## src/design/timer16_defs.svh

```systemverilog
// Operation
// - with sync hold set, written prescaler-reset bits stay, halting counters
// - clearing sync hold clears both prescaler-reset bits so counters start
// - writing prescaler0 reset resets it; the bit clears itself next cycle
// - with timer 0 asynchronous, the bit stays one until reset completes
// - sync hold sits in bit 7 of the special function control
// - tick comes from prescaler or external pin edge; stopped when none
// - three double-buffered compare channels; a match sets its flag; the code buffers only in pwm modes
// - each compare match drives a waveform onto its compare output pin
// - capture copies counter on selected edge; pin or comparator; filter
// - top is 0x00FF, 0x01FF, 0x03FF, compare A or capture by mode
// - compare A as pwm top gives no pwm on A; top buffered
// - bottom is 0x0000 and maximum is 0xFFFF
// - one shared 8-bit high-byte latch serves all 16-bit registers
// - low byte write loads latch and data into register at once
// - low byte read copies high byte into the latch; high read returns it
// - compare register high-byte reads bypass the latch
// - 8-bit control registers read and write directly
// - every timer flag is visible and has its own mask bit
// - legacy mode keeps only compare channels A and B
// - a counter write beats any count or clear in that cycle
// - capture flag sets with capture; cleared by service or written one
//
// Purpose: offsets, field positions, reset values and counts of the timer
// Assumes: 6-bit i/o addresses, one register per address
// Notes:   included by bare name; definitions only
`ifndef TIMER16_DEFS_SVH
`define TIMER16_DEFS_SVH

// i/o register addresses
`define ADDR_CTRL_A   6'h00
`define ADDR_CTRL_B   6'h01
`define ADDR_CTRL_C   6'h02
`define ADDR_CNT_L    6'h03
`define ADDR_CNT_H    6'h04
`define ADDR_CMPA_L   6'h05
`define ADDR_CMPA_H   6'h06
`define ADDR_CMPB_L   6'h07
`define ADDR_CMPB_H   6'h08
`define ADDR_CMPC_L   6'h09
`define ADDR_CMPC_H   6'h0A
`define ADDR_CAP_L    6'h0B
`define ADDR_CAP_H    6'h0C
`define ADDR_FLAG     6'h0D
`define ADDR_MASK     6'h0E
`define ADDR_SFIO     6'h0F

// field positions
`define CA_COM_A      6
`define CA_WGM_LO     0
`define CB_NOISE      7
`define CB_EDGE       6
`define CB_WGM_HI     3
`define CB_CS         0
`define CC_CAP_SRC    0
`define SFIO_TSM      7
`define SFIO_PRESCALER0_RESET     1
`define SFIO_PSR_SH   0
`define FLAG_OVF      0
`define FLAG_CMP      1
`define FLAG_CAP      4

// reset values and write masks
`define CTRL_RESET    8'h00
`define TEMP_RESET    8'h00
`define CC_WMASK      8'h01

// counter values
`define TOP_8BIT      16'h00FF
`define TOP_9BIT      16'h01FF
`define TOP_10BIT     16'h03FF
`define VALUE_MAX     16'hFFFF
`define VALUE_BOTTOM  16'h0000

// counts
`define PRESC_W       10
`define FILTER_LEN_DEFAULT 4

`endif

```

## src/design/timer16_pkg.sv

```systemverilog
// Purpose: shared types of the 16-bit timer
// Assumes: constants live in timer16_defs.svh
// Notes:   mode codes outside the enum behave as normal mode
package timer16_pkg;

  typedef logic [7:0]  byte_t;
  typedef logic [15:0] word_t;
  typedef logic [5:0]  io_addr_t;
  typedef logic [4:0]  irq_t;

  typedef enum logic [3:0] {
    WM_NORMAL   = 4'h0,
    WM_CTC_A    = 4'h4,
    WM_FAST8    = 4'h5,
    WM_FAST9    = 4'h6,
    WM_FAST10   = 4'h7,
    WM_CTC_CAP  = 4'hC,
    WM_FAST_CAP = 4'hE,
    WM_FAST_A   = 4'hF
  } wave_mode_t;

  typedef enum logic [2:0] {
    CS_STOP     = 3'h0,
    CS_DIV1     = 3'h1,
    CS_DIV8     = 3'h2,
    CS_DIV64    = 3'h3,
    CS_DIV256   = 3'h4,
    CS_DIV1024  = 3'h5,
    CS_EXT_FALL = 3'h6,
    CS_EXT_RISE = 3'h7
  } clk_sel_t;

endpackage : timer16_pkg

```

## src/design/capture_filter.sv

```systemverilog
// Purpose: noise canceler and edge detector on the capture path
// Assumes: input already synchronous to i_clk
// Notes:   filter adds FILTER_LEN-1 cycles of delay to the event
`timescale 1ns/1ps
`default_nettype none
`include "timer16_defs.svh"
module capture_filter #(
  parameter int FILTER_LEN = `FILTER_LEN_DEFAULT
) (
  input  wire logic i_clk,
  input  wire logic i_resetn,
  input  wire logic i_sample,
  input  wire logic i_filter_en,
  input  wire logic i_rising,
  output var  logic o_event
);
  import timer16_pkg::*;

  if (FILTER_LEN < 2 || FILTER_LEN > 16) begin : g_bad_len
    $error("capture_filter: FILTER_LEN must be 2..16");
  end

  logic [FILTER_LEN-1:0] hist_reg;
  logic [FILTER_LEN-1:0] hist_next;
  logic                  level_reg;
  logic                  level_next;
  logic                  prev_reg;
  logic                  prev_next;
  logic                  event_reg;
  logic                  event_next;
  logic                  level_in;

  // level changes only after FILTER_LEN equal samples in a row
  always_comb begin
    hist_next  = {hist_reg[FILTER_LEN-2:0], i_sample};
    level_next = level_reg;
    if (&hist_next) begin
      level_next = 1'b1;
    end else if (~|hist_next) begin
      level_next = 1'b0;
    end
    // toggling the filter enable may itself look like one edge
    level_in   = i_filter_en ? level_reg : hist_reg[0];
    prev_next  = level_in;
    event_next = i_rising ? (level_in & ~prev_reg)
                          : (~level_in & prev_reg);
  end

  always_ff @(posedge i_clk or negedge i_resetn) begin
    if (!i_resetn) begin
      hist_reg  <= '0;
      level_reg <= 1'b0;
      prev_reg  <= 1'b0;
      event_reg <= 1'b0;
    end else begin
      hist_reg  <= hist_next;
      level_reg <= level_next;
      prev_reg  <= prev_next;
      event_reg <= event_next;
    end
  end

  assign o_event = event_reg;

endmodule : capture_filter
`default_nettype wire

```

## src/design/timer16_core.sv

```systemverilog
// Purpose: 16-bit timer core with shared high-byte latch and sync control
// Assumes: cpu strobes last one cycle; read data returns on the next cycle
// Notes:   counts upward only; dual-slope modes run as normal mode
`timescale 1ns/1ps
`default_nettype none
`include "timer16_defs.svh"
module timer16_core #(
  parameter int FILTER_LEN = `FILTER_LEN_DEFAULT
) (
  input  wire logic                  i_clk,
  input  wire logic                  i_resetn,
  input  wire timer16_pkg::io_addr_t i_io_addr,
  input  wire logic                  i_io_wr,
  input  wire logic                  i_io_rd,
  input  wire timer16_pkg::byte_t    i_io_wdata,
  output var  timer16_pkg::byte_t    o_io_rdata,
  input  wire logic                  i_external_count_pin,
  input  wire logic                  i_capture_input_pin,
  input  wire logic                  i_comparator_output,
  input  wire logic                  i_legacy_mode,
  input  wire logic                  i_timer0_async,
  input  wire logic                  i_timer0_reset_done,
  input  wire timer16_pkg::irq_t     i_irq_ack,
  output var  timer16_pkg::irq_t     o_irq_req,
  output wire logic [2:0]            o_compare_output_pin,
  output var  logic                  o_prescaler0_reset,
  output var  logic                  o_shared_prescaler_reset
);
  import timer16_pkg::*;

  if (FILTER_LEN < 2 || FILTER_LEN > 16) begin : g_bad_len
    $error("timer16_core: FILTER_LEN must be 2..16");
  end

  byte_t                ctrl_a_reg, ctrl_a_next;
  byte_t                ctrl_b_reg, ctrl_b_next;
  byte_t                ctrl_c_reg, ctrl_c_next;
  byte_t                temp_reg, temp_next;
  byte_t                rdata_reg, rdata_next;
  word_t                count_reg, count_next;
  word_t                cap_reg, cap_next;
  irq_t                 flag_reg, flag_next;
  irq_t                 mask_reg, mask_next;
  irq_t                 irq_reg, irq_next;
  logic                 tsm_reg, tsm_next;
  logic                 prescaler0_reset_reg, prescaler0_reset_next;
  logic                 psr_sh_reg, psr_sh_next;
  logic [`PRESC_W-1:0]  presc_reg, presc_next;
  logic                 ext_prev_reg;
  wire  word_t          cmp_buf_w [3];
  wire  word_t          act_w [3];
  wire  logic [2:0]     match_ev;
  wave_mode_t           mode;
  clk_sel_t             csel;
  word_t                top;
  logic                 pwm;
  logic                 at_top;
  logic                 tick;
  logic                 tick_raw;
  logic                 cap_ev;
  logic                 cap_is_top;
  logic                 top_is_a;
  logic                 sfio_wr;
  logic                 cnt_wr;
  logic                 cap_wr;
  logic                 ovf_ev;
  byte_t                cmpa_hi;

  assign sfio_wr = i_io_wr && (i_io_addr == `ADDR_SFIO);
  assign cnt_wr  = i_io_wr && (i_io_addr == `ADDR_CNT_L);
  assign cap_wr  = i_io_wr && (i_io_addr == `ADDR_CAP_L);
  assign mode    = wave_mode_t'({ctrl_b_reg[`CB_WGM_HI +: 2],
                                 ctrl_a_reg[`CA_WGM_LO +: 2]});
  assign csel    = clk_sel_t'(ctrl_b_reg[`CB_CS +: 3]);
  assign cmpa_hi = cmp_buf_w[0][15:8];

  // sync hold and prescaler reset bits
  always_comb begin
    tsm_next    = sfio_wr ? i_io_wdata[`SFIO_TSM] : tsm_reg;
    prescaler0_reset_next   = prescaler0_reset_reg;
    psr_sh_next = psr_sh_reg;
    if (sfio_wr && tsm_reg && !i_io_wdata[`SFIO_TSM]) begin
      prescaler0_reset_next   = 1'b0;
      psr_sh_next = 1'b0;
    end else if (sfio_wr) begin
      prescaler0_reset_next   = i_io_wdata[`SFIO_PRESCALER0_RESET];
      psr_sh_next = i_io_wdata[`SFIO_PSR_SH];
    end else if (tsm_reg) begin
      prescaler0_reset_next   = prescaler0_reset_reg;
      psr_sh_next = psr_sh_reg;
    end else begin
      // async timer 0 needs its own clock edges to finish the reset
      prescaler0_reset_next   = prescaler0_reset_reg && i_timer0_async
                    && !i_timer0_reset_done;
      psr_sh_next = 1'b0;
    end
    presc_next = psr_sh_reg ? '0 : presc_reg + `PRESC_W'(1);
  end

  // tick select and top value
  always_comb begin
    case (csel)
      CS_STOP:     tick_raw = 1'b0;
      CS_DIV1:     tick_raw = 1'b1;
      CS_DIV8:     tick_raw = &presc_reg[2:0];
      CS_DIV64:    tick_raw = &presc_reg[5:0];
      CS_DIV256:   tick_raw = &presc_reg[7:0];
      CS_DIV1024:  tick_raw = &presc_reg[9:0];
      CS_EXT_FALL: tick_raw = ext_prev_reg & ~i_external_count_pin;
      CS_EXT_RISE: tick_raw = ~ext_prev_reg & i_external_count_pin;
      default:     tick_raw = 1'b0;
    endcase
    // a held shared reset freezes every source so timers start together
    tick = tick_raw && !psr_sh_reg;
    case (mode)
      WM_FAST8:    top = `TOP_8BIT;
      WM_FAST9:    top = `TOP_9BIT;
      WM_FAST10:   top = `TOP_10BIT;
      WM_CTC_A,
      WM_FAST_A:   top = act_w[0];
      WM_CTC_CAP,
      WM_FAST_CAP: top = cap_reg;
      default:     top = `VALUE_MAX;
    endcase
    pwm        = (mode == WM_FAST8) || (mode == WM_FAST9)
                 || (mode == WM_FAST10) || (mode == WM_FAST_CAP)
                 || (mode == WM_FAST_A);
    top_is_a   = (mode == WM_CTC_A) || (mode == WM_FAST_A);
    cap_is_top = (mode == WM_CTC_CAP) || (mode == WM_FAST_CAP);
    at_top     = (count_reg == top);
    ovf_ev     = tick && (pwm ? at_top : count_reg == `VALUE_MAX);
  end

  // counter and capture register
  always_comb begin
    count_next = count_reg;
    if (tick) begin
      count_next = at_top ? `VALUE_BOTTOM : count_reg + 16'h0001;
    end
    if (cnt_wr) begin
      count_next = {temp_reg, i_io_wdata};
    end
    cap_next = cap_reg;
    if (cap_ev && !cap_is_top) begin
      cap_next = count_reg;
    end
    if (cap_wr) begin
      cap_next = {temp_reg, i_io_wdata};
    end
  end

  // flags, masks and requests; a set wins over a clear in the same cycle
  always_comb begin
    flag_next = flag_reg;
    if (i_io_wr && i_io_addr == `ADDR_FLAG) begin
      flag_next = flag_next & ~i_io_wdata[4:0];
    end
    flag_next = flag_next & ~i_irq_ack;
    flag_next[`FLAG_OVF] = flag_next[`FLAG_OVF] | ovf_ev;
    flag_next[`FLAG_CMP +: 3] = flag_next[`FLAG_CMP +: 3] | match_ev;
    flag_next[`FLAG_CAP] = flag_next[`FLAG_CAP]
                           | (cap_ev && !cap_is_top);
    if (i_legacy_mode) begin
      flag_next[`FLAG_CMP + 2] = 1'b0;
    end
    mask_next = (i_io_wr && i_io_addr == `ADDR_MASK) ? i_io_wdata[4:0]
                                                     : mask_reg;
    irq_next  = flag_next & mask_next;
  end

  // control registers, shared latch and read data
  always_comb begin
    ctrl_a_next = ctrl_a_reg;
    ctrl_b_next = ctrl_b_reg;
    ctrl_c_next = ctrl_c_reg;
    temp_next   = temp_reg;
    rdata_next  = rdata_reg;
    if (i_io_wr) begin
      case (i_io_addr)
        `ADDR_CTRL_A: ctrl_a_next = i_io_wdata;
        `ADDR_CTRL_B: ctrl_b_next = i_io_wdata;
        `ADDR_CTRL_C: ctrl_c_next = i_io_wdata & `CC_WMASK;
        `ADDR_CNT_H, `ADDR_CMPA_H, `ADDR_CMPB_H, `ADDR_CMPC_H,
        `ADDR_CAP_H:  temp_next = i_io_wdata;
        default: ;
      endcase
    end
    if (i_io_rd) begin
      case (i_io_addr)
        `ADDR_CTRL_A: rdata_next = ctrl_a_reg;
        `ADDR_CTRL_B: rdata_next = ctrl_b_reg;
        `ADDR_CTRL_C: rdata_next = ctrl_c_reg;
        `ADDR_CNT_L: begin
          rdata_next = count_reg[7:0];
          temp_next  = count_reg[15:8];
        end
        `ADDR_CAP_L: begin
          rdata_next = cap_reg[7:0];
          temp_next  = cap_reg[15:8];
        end
        `ADDR_CNT_H, `ADDR_CAP_H: rdata_next = temp_reg;
        `ADDR_CMPA_L: rdata_next = cmp_buf_w[0][7:0];
        `ADDR_CMPA_H: rdata_next = cmp_buf_w[0][15:8];
        `ADDR_CMPB_L: rdata_next = cmp_buf_w[1][7:0];
        `ADDR_CMPB_H: rdata_next = cmp_buf_w[1][15:8];
        `ADDR_CMPC_L: rdata_next = cmp_buf_w[2][7:0];
        `ADDR_CMPC_H: rdata_next = cmp_buf_w[2][15:8];
        `ADDR_FLAG:   rdata_next = {3'h0, flag_reg};
        `ADDR_MASK:   rdata_next = {3'h0, mask_reg};
        `ADDR_SFIO:   rdata_next = {tsm_reg, 5'h00, prescaler0_reset_reg, psr_sh_reg};
        default:      rdata_next = 8'h00;
      endcase
    end
  end

  always_ff @(posedge i_clk or negedge i_resetn) begin
    if (!i_resetn) begin
      ctrl_a_reg   <= `CTRL_RESET;
      ctrl_b_reg   <= `CTRL_RESET;
      ctrl_c_reg   <= `CTRL_RESET;
      temp_reg     <= `TEMP_RESET;
      rdata_reg    <= 8'h00;
      count_reg    <= `VALUE_BOTTOM;
      cap_reg      <= `VALUE_BOTTOM;
      flag_reg     <= '0;
      mask_reg     <= '0;
      irq_reg      <= '0;
      tsm_reg      <= 1'b0;
      prescaler0_reset_reg     <= 1'b0;
      psr_sh_reg   <= 1'b0;
      presc_reg    <= '0;
      ext_prev_reg <= 1'b0;
    end else begin
      ctrl_a_reg   <= ctrl_a_next;
      ctrl_b_reg   <= ctrl_b_next;
      ctrl_c_reg   <= ctrl_c_next;
      temp_reg     <= temp_next;
      rdata_reg    <= rdata_next;
      count_reg    <= count_next;
      cap_reg      <= cap_next;
      flag_reg     <= flag_next;
      mask_reg     <= mask_next;
      irq_reg      <= irq_next;
      tsm_reg      <= tsm_next;
      prescaler0_reset_reg     <= prescaler0_reset_next;
      psr_sh_reg   <= psr_sh_next;
      presc_reg    <= presc_next;
      ext_prev_reg <= i_external_count_pin;
    end
  end

  // capture source, noise canceler and edge select
  capture_filter #(
    .FILTER_LEN (FILTER_LEN)
  ) u_capture_filter (
    .i_clk       (i_clk),
    .i_resetn    (i_resetn),
    .i_sample    (ctrl_c_reg[`CC_CAP_SRC] ? i_comparator_output
                                          : i_capture_input_pin),
    .i_filter_en (ctrl_b_reg[`CB_NOISE]),
    .i_rising    (ctrl_b_reg[`CB_EDGE]),
    .o_event     (cap_ev)
  );

  // compare channels: cpu buffer, active compare value and waveform pin
  for (genvar i = 0; i < 3; i++) begin : g_ch
    word_t buf_reg, buf_next;
    word_t act_reg, act_next;
    logic  pin_reg, pin_next;
    logic  en;
    logic  match;
    logic  [1:0] com;

    assign en    = !(i == 2 && i_legacy_mode);
    assign match = (act_reg == count_reg);
    assign com   = ctrl_a_reg[`CA_COM_A - 2*i +: 2];
    assign match_ev[i] = en && tick && match;
    assign cmp_buf_w[i] = en ? buf_reg : `VALUE_BOTTOM;
    assign act_w[i]     = act_reg;
    assign o_compare_output_pin[i] = pin_reg;

    always_comb begin
      buf_next = buf_reg;
      if (en && i_io_wr && i_io_addr == 6'(`ADDR_CMPA_L + 2*i)) begin
        buf_next = {temp_reg, i_io_wdata};
      end
      // pwm modes load the active value from the buffer at top to avoid glitched periods
      act_next = act_reg;
      if (!pwm) begin
        act_next = buf_next;
      end else if (tick && at_top) begin
        act_next = buf_reg;
      end
      pin_next = pin_reg;
      if (!en) begin
        pin_next = 1'b0;
      end else if (tick) begin
        if (!pwm) begin
          if (match) begin
            case (com)
              2'b01:   pin_next = ~pin_reg;
              2'b10:   pin_next = 1'b0;
              2'b11:   pin_next = 1'b1;
              default: pin_next = pin_reg;
            endcase
          end
        end else if (i == 0 && top_is_a) begin
          if (match && com == 2'b01) begin
            pin_next = ~pin_reg;
          end
        end else if (com[1]) begin
          if (match) begin
            pin_next = com[0];
          end else if (at_top) begin
            pin_next = ~com[0];
          end
        end
      end
    end

    always_ff @(posedge i_clk or negedge i_resetn) begin
      if (!i_resetn) begin
        buf_reg <= `VALUE_BOTTOM;
        act_reg <= `VALUE_BOTTOM;
        pin_reg <= 1'b0;
      end else begin
        buf_reg <= buf_next;
        act_reg <= act_next;
        pin_reg <= pin_next;
      end
    end
  end

  assign o_io_rdata               = rdata_reg;
  assign o_irq_req                = irq_reg;
  assign o_prescaler0_reset       = prescaler0_reset_reg;
  assign o_shared_prescaler_reset = psr_sh_reg;
endmodule : timer16_core
`default_nettype wire

```

## config.mk

```make
export PLATFORM = sky130hd
export DESIGN_NAME = timer16_core
export DESIGN_NICKNAME = d
export VERILOG_FILES = /design/src/design/timer16_pkg.sv /design/src/design/capture_filter.sv /design/src/design/timer16_core.sv
export VERILOG_INCLUDE_DIRS = /design/src /design/src/design
export SDC_FILE = /design/constraint.sdc
export NUM_CORES = 1
export LEC_CHECK = 0
export BUFFER_PORTS_ARGS = -buffer_cell sky130_fd_sc_hd__buf_2
export CAP_MARGIN = 20
export CORE_MARGIN = 2
export CORE_UTILIZATION = 60
export CTS_CLUSTER_DIAMETER = 200
export DETAILED_ROUTE_END_ITERATION = 8
export PLACE_DENSITY = 0.78
export SYNTH_ARGS = -nofsm -noshare
export SYNTH_HDL_FRONTEND = slang
export SYNTH_SLANG_ARGS = --single-unit
```

## constraint.sdc

```tcl
create_clock -name i_clk -period 5.7 [get_ports i_clk]
set_input_delay 0.855 -clock i_clk [delete_from_list [all_inputs] [get_ports i_clk]]
set_output_delay 0.855 -clock i_clk [all_outputs]
set_load 0.1 [all_outputs]
```

==> results of run 1 <==
path summary, 6_finish.rpt:
check | start | to | slack [ns] | cells past startpoint
max in group asynchronous | i_resetn | g_ch[2].buf_reg[5]$_DFF_PN0_ | 4.03 | 2
worst max-delay path | ctrl_a_reg[0]$_DFFE_PN0P_ | g_ch[1].act_reg[14]$_DFFE_PN0P_ | 1.51 | 9
worst min-delay path | u_capture_filter.hist_reg[1]$_DFF_PN0_ | u_capture_filter.hist_reg[2]$_DFF_PN0_ | 0.40 | 0
worst max register to register | ctrl_a_reg[0]$_DFFE_PN0P_ | g_ch[1].act_reg[14]$_DFFE_PN0P_ | 1.51 | 9
worst min register to register | u_capture_filter.hist_reg[1]$_DFF_PN0_ | u_capture_filter.hist_reg[2]$_DFF_PN0_ | 0.40 | 0
min in group asynchronous | i_resetn | presc_reg[7]$_DFF_PN0_ | 0.53 | 1
worst max-delay path: stages, from the launching register on:
cell and delay (ns):
dfrtp_1 1.02, nand3_1 0.39, o211ai_1 0.32, o22ai_1 0.11
nor3_1 0.21, nor4b_4 0.39, nand4_4 0.49, buf_4 0.47
mux2_1 0.38, mux2_2 0.27
stage by stage:
step	total power [mW]	area, um2
after floorplan	2.607	11150
after global placement	2.923	11490
after detailed placement	2.962	11500
after CTS	4.279	12160
after global routing	4.485	12180
final	4.314	12180
cell families (layout without fill, tap and decap cells):
| logic type | after synthesis | after routing | share of synthesized area [%] |
|---|---|---|---|
| AO/OA/AOI/OAI | 216 | 216 | 13.05 |
| XOR/XNOR | 56 | 56 | 4.400 |
| adder cells (fa/ha/maj) | 4 | 4 | 0.4490 |
| buffers and inverters | 89 | 111 | 3.435 |
| flip-flops | 199 | 199 | 44.67 |
| multiplexers | 190 | 190 | 19.44 |
| AND/OR/NAND/NOR | 314 | 314 | 14.55 |
report_power, final:
part / internal, mW / switching [mW]
sequential: 1.64 / 0.409
combinational: 0.431 / 0.508
clock: 0.686 / 0.638
total: 2.76 / 1.56
cell usage in the layout (no fill, tap or decap), types with 5 or more instances in the layout:
master,instances
nor4_1,12
nand3_1,27
or4_1,5
mux2_2,123
a22oi_1,19
nor3_1,23
and4_1,7
and2_1,9
xnor2_1,35
a22o_1,16
nor2_1,82
mux2_4,10
o21ai_0,32
dfrtp_1,199
a222oi_1,8
a21oi_1,48
a32oi_1,7
a41oi_1,5
o21ai_1,9
mux2_1,39
clkinv_8,6
clkbuf_16,17
o211ai_1,7
a221oi_1,14
o22ai_1,7
o21a_1,5
a31oi_1,17
nor2b_1,15
nand4_1,12
mux2i_1,17
nand2b_1,7
or3_1,10
buf_2,46
buf_4,18
nand3b_1,5
xor2_1,21
inv_1,13
nand2_1,69
cell type report:
cell class	count	area, um2	share of cell area, %
multi-input cells	780	5804	47.64
repair buffers	66	406.6	3.338
flip-flops and latches	199	4980	40.88
clock buffers	17	425.4	3.492
inverters	13	48.80	0.4005
well taps	229	286.5	2.352
clock inverters	15	231.5	1.900
routing by layer:
| metal | vias to the layer above | track usage [%] |
|---|---|---|
| met5 | - | 0 |
| met4 | 0 | 19.03 |
| met3 | 144 | 10.19 |
| met2 | 614 | 53.15 |
| met1 | 4470 | 47.59 |
| li1 | 3943 | - |
==> flow_summary.toml, run 1 <==
[logic_synthesis]
synth-seq-area-share_pct = 44.67
synthCells = 1068
yosysTopAreaCell = "dfrtp_1"
yosys_warnings = 0
yosysMostFrequentCell = "dfrtp_1"
syn_nets = 1101
syn-cell-area_um2 = 11150
synth_top_area_share_pct = 44.67
syn_area_per_cell_um2 = 10.44
yosys-top-cells-area = "dfrtp_1 (45%), mux2_2 (12%), mux2_1 (3.9%), nor2_1 (2.8%), xnor2_1 (2.8%)"
synthFlopType = "dfrtp_1"
netlist-cell-type-count = 66
synth_commonest_cells = "dfrtp_1 (199), mux2_2 (123), nor2_1 (83), nand2_1 (69), clkbuf_1 (55)"
ys_ff_latch = 199
synth-async-reset-ratio_pct = 100.0
synth_edf_count = 0

[drt]
routedWlPerCell_um = 25.89
post-route-drc-count = 0
vias = 9171
antenna_left = 0
routed.top_layer = "met4"
wirelength_mm = 34.14
vias_per_cell = 6.953
wl_met3_mm = 4.109
wl_met2_mm = 15.25
drt_iter0_drc = 1139
wl_met1_mm = 12.98
dr.pass1.iters = 6

[status]
status = "completed"

[floorplanning]
die_w_um = 140.3
initial_core_util_pct = 61.63
fp.dieH_um = 140.3
ios = 47
num_rows = 49
core_um2 = 18090
fp.dieArea_um2 = 19680

[sta]
slew_viol_final = 0
worst_pin_slew_ns = 1.154
fin_ws_ns = 1.510
fmax_ghz = 0.2387
setup_viol = 0
clock_skew_ns = 0.01740
whs_ns = 0.3955
rsz0062_at_grt = "false"
finalCriticalPeriod_ns = 4.190
hold_viol = 0
fin_setup_tns_ns = 0
slew_headroom_pct = 22.76
post-route-period-util_pct = 73.50

[clock_network]
cts-root-buf = "clkbuf_16"
post_cts_resized = 0
cts_sinks = 199
cts_buffers = 17
postCtsHoldBufs = 0
cts_setup_buffers = 0
cts_max_path_buffers = 2
cts_tree = "yes"
clk_latency_ns = 0.45
htree_levels = 4
clkTransAtPathRegs_ns = 0.09

[finish]
drive_above_1_share_pct = 22.66
n_fill_cell = 1356
nets = 1110
synthToLayoutAreaGrowth_pct = 9.294
final_util_pct = 67.36
antenna_cells = 0
layoutNonFillerInstCount = 1319

[setup_path]
critPathKind = "register to register"
cp-end-kind = "register"
start_kind = "register"
required_ns = 6.04
cp_max_fo = 36
worstPathArrival_ns = 4.53

[grt]
grt_pass1_wl_mm = 52.77
grt_pass1_vias = 8969
track_usage_pct = 35.68
antenna_found_initial = 0
grt_max_degree = 114
gr-total-overflow = 0

[min_path]
min_path_type = "register to register"

[power]
power_density_nw_per_um2 = 354.1
leakage_nw = 5.448
vdd_drop_max_uv = 229.7

[placed_design]
dp_cells = 1286
io_buffers = 46
post-place-ws_ns = 1.657
place_congestion = 1.015
post-dp-hpwl_mm = 22.87

[flow_run]
drv_cap = 0
Note: power is estimated with default switching activity, not from simulation.
==> run 2, diff against run 1 <==
--- a/config.mk
+++ b/config.mk
@@ -9,10 +9,10 @@
 export BUFFER_PORTS_ARGS = -buffer_cell sky130_fd_sc_hd__buf_2
 export CAP_MARGIN = 20
 export CORE_MARGIN = 2
-export CORE_UTILIZATION = 60
+export CORE_UTILIZATION = 56
 export CTS_CLUSTER_DIAMETER = 200
 export DETAILED_ROUTE_END_ITERATION = 8
-export PLACE_DENSITY = 0.78
+export PLACE_DENSITY = 0.76
 export SYNTH_ARGS = -nofsm -noshare
 export SYNTH_HDL_FRONTEND = slang
 export SYNTH_SLANG_ARGS = --single-unit
==> constraint.sdc (replaced) <==
create_clock -name i_clk -period 3.5 [get_ports i_clk]
set_input_delay 0.525 -clock i_clk [delete_from_list [all_inputs] [get_ports i_clk]]
set_output_delay 0.525 -clock i_clk [all_outputs]
set_load 0.1 [all_outputs]
==> flow_summary.toml, run 2 (synthesized netlist as in run 1, its figures left out) <==
[status]
status = "completed"

[drt]
wl_met1_mm = 13.58
vias_per_cell = 6.625
wl_met3_mm = 3.550
routedWlPerCell_um = 24.87
wl_met2_mm = 15.17
antenna_left = 0
post-route-drc-count = 0
wirelength_mm = 34.17
routed.top_layer = "met5"
dr.pass1.iters = 6
vias = 9103
drt_iter0_drc = 1025

[grt]
track_usage_pct = 32.48
gr-total-overflow = 0
grt_pass1_vias = 8739
grt_pass1_wl_mm = 51.92
grt_max_degree = 76
antenna_found_initial = 1

[placed_design]
dp_cells = 1342
place_congestion = 0.9962
io_buffers = 46
post-dp-hpwl_mm = 23.64

[setup_path]
worstPathArrival_ns = 3.65
cp-end-kind = "register"
cp_max_fo = 48
critPathKind = "register to register"
start_kind = "register"
r2r_cells = 10
rr_startpoint = "ctrl_a_reg[0]$_DFFE_PN0P_"
required_ns = 3.84
critPathLaunch = "ctrl_a_reg[0]$_DFFE_PN0P_"

[finish]
nets = 1129
layout_commonest_cell = "dfrtp_1"
antenna_cells = 0
layoutNonFillerInstCount = 1374
most-common-layout-cells = "dfrtp_1 (198), mux2_2 (123), nor2_1 (82)"
synthToLayoutAreaGrowth_pct = 10.65
drive_above_1_share_pct = 24.08

[floorplanning]
num_rows = 51
fp.dieH_um = 145.1
initial_core_util_pct = 57.09
core_um2 = 19530
ios = 47
die_w_um = 145.1
fp.dieArea_um2 = 21050

[sta]
post-route-period-util_pct = 94.51
fmax_ghz = 0.3023
worst_pin_slew_ns = 0.9162
clock_skew_ns = 0.01609
rsz0062_at_grt = "false"
setup_viol = 0
slew_headroom_pct = 38.77
hold_viol = 0
slew_viol_final = 0
fin_setup_tns_ns = 0
whs_ns = 0.09463
finalCriticalPeriod_ns = 3.308

[clock_network]
cts-root-buf = "clkbuf_16"
cts_setup_buffers = 0
cts_buffers = 17
clkTransAtPathRegs_ns = 0.08
cts_tree = "yes"
postCtsHoldBufs = 0
cts_max_path_buffers = 2
cts_sinks = 199
clk_latency_ns = 0.45
htree_levels = 4
post_cts_resized = 0

[power]
power_density_nw_per_um2 = 560.3
leakage_nw = 5.521
vdd_drop_max_uv = 371.8

[min_path]
min_path_type = "input port to asynchronous set/reset pin"

[flow_run]
drv_cap = 0
==> run 2: cell types whose count changed in the layout (fill, tap and decap cells not counted), moves of 2 or more <==
cell | before | now
buf_4 | 18 | 36
clkbuf_8 | 1 | 3
inv_8 | 2 | 5
clkinvlp_4 | 0 | 2
clkinv_8 | 6 | 3
bufinv_16 | 2 | 0
buf_12 | 0 | 3
==> run 2: path summary, 6_finish.rpt <==
check / to / slack, ns
setup / recovery: g_ch[1].act_reg[5]$_DFFE_PN0P_ / 0.19
max in group asynchronous: g_ch[1].buf_reg[4]$_DFF_PN0_ / 2.49
hold reg to reg: u_capture_filter.hist_reg[2]$_DFF_PN0_ / 0.39
hold / removal: presc_reg[0]$_DFF_PN0_ / 0.09
setup reg to reg: g_ch[1].act_reg[5]$_DFFE_PN0P_ / 0.19
min in group i_clk: ext_prev_reg$_DFF_PN0_ / 0.22
==> run 2: layout make-up <==
| type | count | area, um2 |
|---|---|---|
| fill | 1640 | 7192 |
| clock buffer | 19 | 452.9 |
| multi-input combinational | 780 | 5804 |
| sequential | 199 | 4981 |
| inverter | 13 | 48.80 |
| clock inverter | 13 | 146.4 |
| tap | 265 | 331.6 |
| timing repair buffer | 85 | 569.3 |
==> run 2: critical path, cell delays in order, from the launching register on <==
cell      delay, ns
dfrtp_1        0.54
buf_4          0.25
or4_1          0.51
o221ai_1       0.16
o32ai_1        0.17
a211oi_1       0.35
a21oi_2        0.13
nand4_4        0.12
buf_12         0.30
mux2_1         0.38
mux2_2         0.29
==> run 2: metal layers <==
layer  track usage, %  vias up
li1                 -     3997
met3            7.736      125
met4            17.84        2
met2            48.55      522
met5                0        -
met1            43.82     4457
==> run 2: metrics by stage <==
stage	power (mW)	utilization [%]	setup WS, ns	cell area (um2)
after floorplan	4.246	-	0.6687	11150
after CTS	6.868	63.16	0.2030	12330
after global routing	7.193	63.17	0.0007252	12330
final	6.911	63.17	0.1920	12330
after global placement	4.820	60.09	0.3173	11730
after detailed placement	4.887	60.09	0.2555	11730
==> run 2: power by group <==
part	internal, mW	switching (mW)	leakage [nW]	total [mW]
clock network	0.998	1.00	0.289	2.00
logic	0.740	0.918	2.66	1.66
registers	2.68	0.578	2.57	3.25
total	4.41	2.50	5.52	6.91
